**config.mk**
```make
export PLATFORM = sky130hd
export DESIGN_NAME = pwrsav_ctrl
export DESIGN_NICKNAME = d
export VERILOG_FILES = /design/src/pwrsav_pkg.sv /design/src/pwrsav_ctrl.sv
export VERILOG_INCLUDE_DIRS = /design/src
export SDC_FILE = /design/constraint.sdc
export NUM_CORES = 1
export LEC_CHECK = 0
export ABC_AREA = 1
export BUFFER_PORTS_ARGS = -buffer_cell sky130_fd_sc_hd__buf_2
export CAP_MARGIN = 20
export CELL_PAD_IN_SITES_DETAIL_PLACEMENT = 1
export CELL_PAD_IN_SITES_GLOBAL_PLACEMENT = 2
export CORE_ASPECT_RATIO = 1.25
export CORE_MARGIN = 5
export CORE_UTILIZATION = 24
export DETAILED_ROUTE_END_ITERATION = 10
export PLACE_DENSITY = 0.88
export SETUP_SLACK_MARGIN = 0.15
export SLEW_MARGIN = 20
export SYNTH_ARGS = -nofsm -noshare
export SYNTH_HDL_FRONTEND = slang
export SYNTH_SLANG_ARGS = --single-unit
```
**constraint.sdc**
```tcl
create_clock -name CLK -period 1.5 [get_ports CLK]
set_input_delay 0.15 -clock CLK [delete_from_list [all_inputs] [get_ports CLK]]
set_output_delay 0.15 -clock CLK [all_outputs]
set_load 0.1 [all_outputs]
```
**src/pwrsav_defs.svh**
```systemverilog
// Register offsets, field positions, reset values for power-saving control
`ifndef PWRSAV_DEFS_SVH
`define PWRSAV_DEFS_SVH

`define PWRSAV_REGULATOR_CTRL_IDX      12'h048
`define PWRSAV_THROTTLE_IDLE_CTRL_IDX  12'h4f2
`define PWRSAV_BIT_IDLE_SEL            7
`define PWRSAV_BIT_THR_ACTIVE          6
`define PWRSAV_BIT_THR_CLR_ENTRY       5
`define PWRSAV_BIT_THR_SET_EXIT        4
`define PWRSAV_RATIO_LSB               0
`define PWRSAV_STATUS_LSB              4
`define PWRSAV_MODE_SEL_LSB            0
`define PWRSAV_THR_CTRL_RESET          8'h00
`define PWRSAV_REG_MODE_RESET          2'h2

`endif

```
**src/pwrsav_pkg.sv**
```systemverilog
// Types shared by the power-saving control block
package pwrsav_pkg;

    typedef enum logic [1:0] {
        REG_HIGH_POWER,
        REG_LOW_POWER,
        REG_ULTRA_LOW_POWER,
        REG_LOW_POWER_EXT
    } pwrsav_reg_mode_type;

    typedef enum logic [1:0] {
        PM_RUN,
        PM_IDLE,
        PM_SLEEP
    } pwrsav_state_type;

    typedef struct packed {
        logic       idle_sel;
        logic       thr_active;
        logic       thr_clr_entry;
        logic       thr_set_exit;
        logic       rsvd;
        logic [2:0] ratio;
    } pwrsav_thr_ctrl_type;

    typedef struct packed {
        logic sleep_instr;
        logic isr_entry;
        logic isr_exit;
        logic wake_irq;
        logic wake_watchdog;
    } pwrsav_core_evt_type;

endpackage

```
**src/pwrsav_ctrl.sv**
```systemverilog
// Power-saving control: sleep/idle select, throttle, regulator mode
`include "pwrsav_defs.svh"
`timescale 1ns/1ns
`default_nettype none

module pwrsav_ctrl
    import pwrsav_pkg::*;
#(
    parameter int RATIO_W = 3
) (
    input  wire logic                CLK,
    input  wire logic                RSTN,
    input  wire logic                WB_CYC_I,
    input  wire logic                WB_STB_I,
    input  wire logic                WB_WE_I,
    input  wire logic [13:0]         WB_ADR_I,
    input  wire logic [3:0]          WB_SEL_I,
    input  wire logic [31:0]         WB_DAT_I,
    output      logic [31:0]         WB_DAT_O,
    output      logic                WB_ACK_O,
    input  wire pwrsav_core_evt_type CORE_EVT,
    input  wire logic                PERIPH_CYCLE,
    output      logic                SYS_CLK_EN,
    output      logic                CPU_RUN,
    output      logic                CPU_CYCLE_EN,
    output      logic                PERIPH_CLK_EN,
    output      logic                OTHER_CLK_HOLD,
    output      logic                IN_IDLE,
    output      logic                IN_SLEEP,
    output      logic                WATCHDOG_RESET_BLOCK,
    output      logic [1:0]          REG_MODE_ACTIVE
);

    // ------------------------------------------------------------
    // Reset release
    // ------------------------------------------------------------
    logic rst_s1_q;
    logic rst_n_q;

    always_ff @(posedge CLK or negedge RSTN) begin
        if (!RSTN) begin
            rst_s1_q <= 1'b0;
            rst_n_q  <= 1'b0;
        end else begin
            rst_s1_q <= 1'b1;
            rst_n_q  <= rst_s1_q;
        end
    end

    // ------------------------------------------------------------
    // Bus decode
    // ------------------------------------------------------------
    logic                 ack_q;
    logic [31:0]          rdata_q;
    pwrsav_thr_ctrl_type  thr_q;
    pwrsav_thr_ctrl_type  thr_d;
    logic [1:0]           mode_sel_q;
    logic [1:0]           mode_sel_d;
    logic [1:0]           mode_act_q;
    pwrsav_state_type     state_q;
    pwrsav_state_type     state_d;

    wire        req      = WB_CYC_I && WB_STB_I && !ack_q;
    wire [11:0] word_idx = WB_ADR_I[13:2];
    wire        hit_thr  = (word_idx == `PWRSAV_THROTTLE_IDLE_CTRL_IDX);
    wire        hit_reg  = (word_idx == `PWRSAV_REGULATOR_CTRL_IDX);
    wire        wr_lane0 = req && WB_WE_I && WB_SEL_I[0];
    wire        wr_thr   = wr_lane0 && hit_thr;
    wire        wr_reg   = wr_lane0 && hit_reg;
    wire [7:0]  thr_rd   = thr_q & 8'hf7;
    wire [7:0]  reg_rd   = {2'h0, mode_act_q, 2'h0, mode_sel_q};
    wire [7:0]  rd_byte  = hit_thr ? thr_rd :
                           hit_reg ? reg_rd : 8'h00;

    // Ack drops after one cycle even if the master keeps its strobe up
    always_ff @(posedge CLK or negedge rst_n_q) begin
        if (!rst_n_q) begin
            ack_q <= 1'b0;
        end else begin
            ack_q <= req;
        end
    end

    // Read data refreshes every cycle; only valid alongside ack
    always_ff @(posedge CLK or negedge rst_n_q) begin
        if (!rst_n_q) begin
            rdata_q <= 32'h0;
        end else begin
            rdata_q <= {24'h0, rd_byte};
        end
    end

    // ------------------------------------------------------------
    // Throttle control register
    // ------------------------------------------------------------
    pwrsav_thr_ctrl_type wr_val;
    assign wr_val = pwrsav_thr_ctrl_type'(WB_DAT_I[7:0] & 8'hf7);

    // Hardware events act after the software write; set beats clear
    wire hw_clr = CORE_EVT.isr_entry && thr_q.thr_clr_entry;
    wire hw_set = CORE_EVT.isr_exit && thr_q.thr_set_exit;

    always_comb begin
        thr_d = thr_q;
        if (wr_thr) begin
            thr_d = wr_val;
        end
        if (hw_clr) begin
            thr_d.thr_active = 1'b0;
        end
        if (hw_set) begin
            thr_d.thr_active = 1'b1;
        end
    end

    assign mode_sel_d = wr_reg ? WB_DAT_I[1:0] : mode_sel_q;

    always_ff @(posedge CLK or negedge rst_n_q) begin
        if (!rst_n_q) begin
            thr_q <= pwrsav_thr_ctrl_type'(`PWRSAV_THR_CTRL_RESET);
        end else begin
            thr_q <= thr_d;
        end
    end

    always_ff @(posedge CLK or negedge rst_n_q) begin
        if (!rst_n_q) begin
            mode_sel_q <= `PWRSAV_REG_MODE_RESET;
        end else begin
            mode_sel_q <= mode_sel_d;
        end
    end

    // ------------------------------------------------------------
    // Regulator status
    // ------------------------------------------------------------
    // Regulator follows selection in Sleep only; status lags one cycle
    always_ff @(posedge CLK or negedge rst_n_q) begin
        if (!rst_n_q) begin
            mode_act_q <= `PWRSAV_REG_MODE_RESET;
        end else if (state_q == PM_SLEEP) begin
            mode_act_q <= mode_sel_q;
        end else begin
            mode_act_q <= REG_HIGH_POWER;
        end
    end

    // ------------------------------------------------------------
    // Power state machine
    // ------------------------------------------------------------
    // Watchdog wake is not an ISR entry, so throttle is untouched
    always_comb begin
        state_d = state_q;
        case (state_q)
            PM_RUN: begin
                if (CORE_EVT.sleep_instr) begin
                    state_d = thr_q.idle_sel ? PM_IDLE : PM_SLEEP;
                end
            end
            PM_IDLE: begin
                if (CORE_EVT.wake_irq || CORE_EVT.wake_watchdog) begin
                    state_d = PM_RUN;
                end
            end
            PM_SLEEP: begin
                if (CORE_EVT.wake_irq || CORE_EVT.wake_watchdog) begin
                    state_d = PM_RUN;
                end
            end
            default: begin
                state_d = PM_RUN;
            end
        endcase
    end

    always_ff @(posedge CLK or negedge rst_n_q) begin
        if (!rst_n_q) begin
            state_q <= PM_RUN;
        end else begin
            state_q <= state_d;
        end
    end

    // ------------------------------------------------------------
    // Throttle ratio counter
    // ------------------------------------------------------------
    // Count reloads with 2^(code+1)-1; CPU steps when it reaches zero
    logic [8:0] thr_cnt_q;
    wire  [8:0] reload = 9'((9'h002 << thr_q.ratio) - 9'h001);
    wire        cnt_zero = (thr_cnt_q == 9'h000);
    wire        throttling = thr_q.thr_active && (state_q == PM_RUN);
    wire        cpu_step = PERIPH_CYCLE && (!throttling || cnt_zero);

    always_ff @(posedge CLK or negedge rst_n_q) begin
        if (!rst_n_q) begin
            thr_cnt_q <= 9'h000;
        end else if (!throttling) begin
            thr_cnt_q <= 9'h000;
        end else if (PERIPH_CYCLE) begin
            thr_cnt_q <= cnt_zero ? reload : 9'(thr_cnt_q - 9'h001);
        end
    end

    // ------------------------------------------------------------
    // Registered outputs
    // ------------------------------------------------------------
    // Decoded from next state so gating lines up with the state flops, except CPU_CYCLE_EN, which decodes state_q,
    // REG_MODE_ACTIVE, which copies mode_act_q, and OTHER_CLK_HOLD, which is held at 1
    always_ff @(posedge CLK or negedge rst_n_q) begin
        if (!rst_n_q) begin
            SYS_CLK_EN <= 1'b1;
        end else begin
            SYS_CLK_EN <= (state_d != PM_SLEEP);
        end
    end

    always_ff @(posedge CLK or negedge rst_n_q) begin
        if (!rst_n_q) begin
            CPU_RUN <= 1'b1;
        end else begin
            CPU_RUN <= (state_d == PM_RUN);
        end
    end

    always_ff @(posedge CLK or negedge rst_n_q) begin
        if (!rst_n_q) begin
            CPU_CYCLE_EN <= 1'b0;
        end else begin
            CPU_CYCLE_EN <= cpu_step && (state_q == PM_RUN);
        end
    end

    always_ff @(posedge CLK or negedge rst_n_q) begin
        if (!rst_n_q) begin
            PERIPH_CLK_EN <= 1'b1;
        end else begin
            PERIPH_CLK_EN <= (state_d != PM_SLEEP);
        end
    end

    // Other sources are never gated here; the flop keeps outputs uniform
    always_ff @(posedge CLK or negedge rst_n_q) begin
        if (!rst_n_q) begin
            OTHER_CLK_HOLD <= 1'b1;
        end else begin
            OTHER_CLK_HOLD <= 1'b1;
        end
    end

    always_ff @(posedge CLK or negedge rst_n_q) begin
        if (!rst_n_q) begin
            IN_IDLE <= 1'b0;
        end else begin
            IN_IDLE <= (state_d == PM_IDLE);
        end
    end

    always_ff @(posedge CLK or negedge rst_n_q) begin
        if (!rst_n_q) begin
            IN_SLEEP <= 1'b0;
        end else begin
            IN_SLEEP <= (state_d == PM_SLEEP);
        end
    end

    always_ff @(posedge CLK or negedge rst_n_q) begin
        if (!rst_n_q) begin
            WATCHDOG_RESET_BLOCK <= 1'b0;
        end else begin
            WATCHDOG_RESET_BLOCK <= (state_d == PM_IDLE);
        end
    end

    always_ff @(posedge CLK or negedge rst_n_q) begin
        if (!rst_n_q) begin
            REG_MODE_ACTIVE <= `PWRSAV_REG_MODE_RESET;
        end else begin
            REG_MODE_ACTIVE <= mode_act_q;
        end
    end

    assign WB_ACK_O = ack_q;
    assign WB_DAT_O = rdata_q;

endmodule

`default_nettype wire

```
=== Word-level counts from Yosys, hierarchy flattened ===
Index checks and enable logic that the tools add are counted.

* Add/sub/neg operators: 2
* Eq/ne operators: 8
* Shift operators: 1
* Multiplexer cells: 13
* Reduce and logical (&&, ||, !) cells: 20

{| class="wikitable"
|+ Operators by type and width
! kind !! number
|-
| $mux W9 || 3
|-
| $sub A9 B1 Y9 const B || 2
|-
| $eq A12 B11 Y1 const B || 1
|-
| $eq A12 B7 Y1 const B || 1
|-
| $logic_and A1 B1 Y1 || 11
|-
| $logic_not A9 Y1 || 1
|-
| $shl A2 B3 Y9 const A || 1
|-
| $mux W2 || 4
|-
| $mux W8 || 1
|-
| $mux W7 || 1
|-
| $mux W6 || 1
|-
| $eq A2 B1 Y1 const B || 2
|-
| $eq A2 B2 Y1 const B || 2
|-
| $logic_not A2 Y1 || 2
|-
| $ne A2 B2 Y1 const B || 2
|-
| $pmux W2 S2 || 1
|-
| $reduce_bool A3 Y1 || 1
|-
| $logic_not A1 Y1 || 2
|-
| $logic_or A1 B1 Y1 || 2
|-
| $mux W1 || 2
|-
| $reduce_or A2 Y1 || 1
|}

* Flip-flop bits (word level): 40
* Input bits: 61
* Output and inout port bits: 43

=== Logic depth before layout (Yosys ltp) ===
* Word-level depth: 8
* Mapped depth: 12
* Mapped depth without buffers: 12

=== Least setup slack after synthesis ===
Ideal clock, no wire load.

* Kind: register -> register
* From: register ack_q (netlist: WB_ACK_O)
* To: register thr_q[0] (netlist bit)
* Setup time: 0.080 ns
* Arrival time: 1.557 ns
* Slack: -0.137 ns
* Stages on the path, launching flop included: 6
* Clock period less this slack: 1.637 ns
* Cell sequence: dfrtp_1 nor2_1 and3_1 nand3_1 nand2_1 o21ai_1

* Longest elaborated chain between the ends: 5

{| class="wikitable"
|+ Ends and longest elaborated chain
! item !! RTL line !! source
|-
| start, declared || pwrsav_ctrl.sv:53 || <nowiki>logic ack_q;</nowiki>
|-
| start signal, assigned || pwrsav_ctrl.sv:80 || <nowiki>ack_q <= req;</nowiki>
|-
| $logic_not A1 Y1 || pwrsav_ctrl.sv:63 || <nowiki>wire req = WB_CYC_I && WB_STB_I && !ack_q;</nowiki>
|-
| $logic_and A1 B1 Y1 || pwrsav_ctrl.sv:63 ||
|-
| via req || pwrsav_ctrl.sv:63 ||
|-
| $logic_and A1 B1 Y1 (2 in series) || pwrsav_ctrl.sv:67 || <nowiki>wire wr_lane0 = req && WB_WE_I && WB_SEL_I[0];</nowiki>
|-
| $logic_and A1 B1 Y1 || pwrsav_ctrl.sv:68 || <nowiki>wire wr_thr = wr_lane0 && hit_thr;</nowiki>
|-
| end signal, assigned || pwrsav_ctrl.sv:120 || <nowiki>thr_q <= pwrsav_thr_ctrl_type'(`PWRSAV_THR_CTRL_RESET);</nowiki>
|-
| end signal, assigned || pwrsav_ctrl.sv:122 || <nowiki>thr_q <= thr_d;</nowiki>
|-
| end, declared || pwrsav_ctrl.sv:55 || <nowiki>pwrsav_thr_ctrl_type thr_q;</nowiki>
|}

The timed path passes the listed nets, and every way through them passes these cells.
A chain may end at the register's enable or synchronous reset.

=== Worst setup path in the final report ===
* From: register thr_cnt_q[8]
* To: register thr_cnt_q[7]

* Longest elaborated chain between the ends: 4

{| class="wikitable"
|+ Ends and longest elaborated chain
! item !! RTL line !! source
|-
| start, declared || pwrsav_ctrl.sv:188 || <nowiki>logic [8:0] thr_cnt_q;</nowiki>
|-
| start signal, assigned || pwrsav_ctrl.sv:200 || <nowiki>thr_cnt_q <= cnt_zero ? reload : 9'(thr_cnt_q - 9'h001);</nowiki>
|-
| $logic_not A9 Y1 || pwrsav_ctrl.sv:190 || <nowiki>wire cnt_zero = (thr_cnt_q == 9'h000);</nowiki>
|-
| $mux W9 || pwrsav_ctrl.sv:200 ||
|-
| $mux W9 || pwrsav_ctrl.sv:199 || <nowiki>end else if (PERIPH_CYCLE) begin</nowiki>
|-
| $mux W9 || pwrsav_ctrl.sv:197 || <nowiki>end else if (!throttling) begin</nowiki>
|}

No other way between the ends. The select of a mux whose other input is x is not followed.

==> run metrics <==
WP data arrival=1.74 ns; vias in the first global route=1,957; Critical Path Sink Type=flop; Startpoint Class=flop; Cells after DPL=approximately 440; GP Congestion=0.778; Critical-path top delay cell=dfrtp_1; Yosys top cell by area=dfrtp_1; # diodes=0; max cap viols=0; worst skew pair latency=0.29 ns; Setup TNS=-0.238 ns; die area=about 11,000 sq um; initial core utilization=0.243; CTS tree=built; Congestion Overflow GR=0; Post-Route WL=5.30 mm; Core Footprint=8610 sq um; Synth Area in Compound Gates=0.0706; global-route wire length before repair=about 9 mm; distinct cell type count after synthesis=26; count of pins over their slew limit=0; largest family of logic cells by synthesized area=simple AND/OR/NAND/NOR gates; Worst Path Required=around 1.7 ns; Mapped Area=2090 sq um; # IOs=104; DR vias=between 1,500 and 2,000; failing checks=negative setup slack; Adder-Cell Fraction of Synth Area=0.0180; worst-path cell chain=nor2_1 > nand2_1 > nor2_4 > nand2_2 > nand2_1 > nand2_2 > nand2_2 > nor2_4 > nand3_2 > nand2_1 > nand2_1 > nand2_1; clk slew on worst S/H paths=around 0.08 ns; Crit Path Max Fanout=8; Area contributors post-synth=dfrtp_1 41%, nand2_1 10%, buf_4 10%; DRC Markers=0; fin util=0.318; RSZ-0062 raised after global routing=true; Wirelength per Cell=about 12 um; Routed Antenna Nets=0; Fmax=0.645 GHz; Reg power frac=0.341; Cells after Synth=259; gr usage total=0.102; Final Setup Violations=6; fin crit period=1.55 ns; initial antenna violation count=0; post-synthesis register bit count=39; number of port buffers=47; Clock power frac=0.266; P&R area growth vs syn=31.0%; commonest non-fill, non-tap cells in the layout=50 x nand2_1, 43 x buf_2, 32 x dfrtp_1; mux cell area share after synthesis=0; Synthesis Warnings=0; final period utilization=1.03; Min-Delay Path Class=primary input to flop; commonest non-fill, non-tap cell in the layout=nand2_1; Setup CP Type=flop to flop; HPWL Detailed=approximately 4.2 mm; setup ws final=-0.0498 ns; reg2reg setup slack=-0.05 ns; Final #Nets=~390; Simple-Gate Fraction of Synth Area=0.274; layout cell share with drive strength beyond 1=0.333; Post-Layout Cell Count=450; DIE WIDTH=93.5 um; CTS HTree Levels=2; status=finished, violations left; Internal Power=1970 uW; CP peak stage delay=0.40 ns; Vias/cell=4.05; Layout Skew=0.00692 ns; DR pass1 iterations=4; Root Driver=clkbuf_8; row count=38; number of buffers created by CTS=5; PwrDens=approximately 1300 nW/um^2; VDD IR max=0.608 mV; die height=114 um; top cell type's share of synthesized area=0.407; Sw Ratio=0.432; Most common cell on crit path=nand2_1; sw power=~1500 uW; combinational power share=0.392; initial drt markers=20; CTS sink cnt=39; largest net degree at the start of global routing=38; P_leak=0.00144 uW; Final Hold Violating Endpoints=0; Avg Inst Size Synth=8.07 sq um; sequential fraction of the synthesis area=0.470; Top delay family on crit path=simple AND/OR/NAND/NOR gates; WP buf/inv=0; CTS max path bufs=2; DP Worst Slack=-0.100 ns; Post-Synth XOR/XNOR Area=0
## cells in the mapped netlist
cell	number
buf_4	28
buf_2	1
a21oi_1	5
nand2_1	57
o21bai_1	2
conb_1	2
nand3_1	17
nor4_1	3
ha_1	3
nor2_2	1
inv_1	34
nor2_4	2
o21ai_0	13
nand4_1	3
o211ai_1	1
or2_1	1
nor4_2	1
and3_1	2
nand2_2	2
dfrtp_1	34
nor3_1	7
dfstp_2	5
nor4b_2	1
o21ai_1	7
nor2_1	25
nand3_2	2
## layer usage
metal,up-vias,wire (um),track usage
li1,902,-,-
met1,865,2130,0.115
met2,50,2800,0.184
met3,5,307,0.0256
met4,0,64,0.0352
met5,-,0,0
## tightest hold or removal path: cells and delay by family
kind	cells	cell delay (ns)
buf+inv	1	0.07
compound gates	1	0.07
simple gates	1	0.04
## power by group through the flow
| stage | clock network [uW] | registers (uW) | logic (uW) |
|---|---|---|---|
| detailed placement | 0 | 1200 | 1170 |
| finish | 923 | 1180 | 1360 |
| global placement | 0 | 1190 | 1150 |
| floorplan | 0 | 1590 | 658 |
| global route | 995 | 1190 | 1420 |
| CTS | 954 | 1180 | 1210 |
## through the flow
step | hold WS [ns] | area [sq um] | total power, uW
finish | 0.0747 | 2740 | 3470
global route | 0.0813 | 2740 | 3610
CTS | 0.0732 | 2670 | 3340
detailed placement | -0.0640 | 2510 | 2370
global placement | -0.0638 | 2510 | 2350
floorplan | -0.146 | 2210 | 2250
## kinds of logic (layout without fill, tap and decap cells)
logic type	count (synthesis)	after routing
flops	39	39
simple gates	124	124
other cells	2	27
fa+ha+maj	3	3
compound gates	28	28
buf+inv	63	109
## state kept, by name, summed over array words and instances, names as in the netlist
register / cells
WB_DAT_O: 7
WB_ACK_O: 1
mode_sel_q: 2
rst_n_q: 1
SYS_CLK_EN: 1
CPU_CYCLE_EN: 1
IN_SLEEP: 1
CPU_RUN: 1
thr_q: 7
state_q: 2
thr_cnt_q: 9
rst_s1_q: 1
REG_MODE_ACTIVE: 2
IN_IDLE: 1
mode_act_q: 2
## path summary, 6_finish.rpt
| path | startpoint | end | depth (start not counted) |
|---|---|---|---|
| max | thr_cnt_q[8] | thr_cnt_q[7] | 12 |
| min | CORE_EVT[2] | thr_q[6] | 3 |
| min reg2reg | rst_n_q | thr_cnt_q[3] | 1 |
| max in group asynchronous | rst_n_q | SYS_CLK_EN | 1 |
| min in group asynchronous | RSTN | rst_n_q | 2 |
| max reg2reg | thr_cnt_q[8] | thr_cnt_q[7] | 12 |
## repair_timing
| item | 4_1_cts | 5_1_grt |
|---|---|---|
| gates resized for setup | 16 | 14 |
| cloned | 0 | 0 |
| hold buffers | 1 | 0 |
| pin swaps | 2 | 4 |
| endpoints found under the hold margin | 2 | 0 |
| endpoints found under the setup margin | 15 | 17 |
| buffers inserted | 1 | 3 |
## final cells by class
class                   count  area [sq um]
clock buffers               6          82.6
well taps                 120           150
inverters                  34           128
flip-flops and latches     39           991
clock inverters             2          35.0
fillers                  1070          5870
repair buffers             67           425
multi-input cells         182           927
No activity file was read; power rests on OpenSTA's default activity.
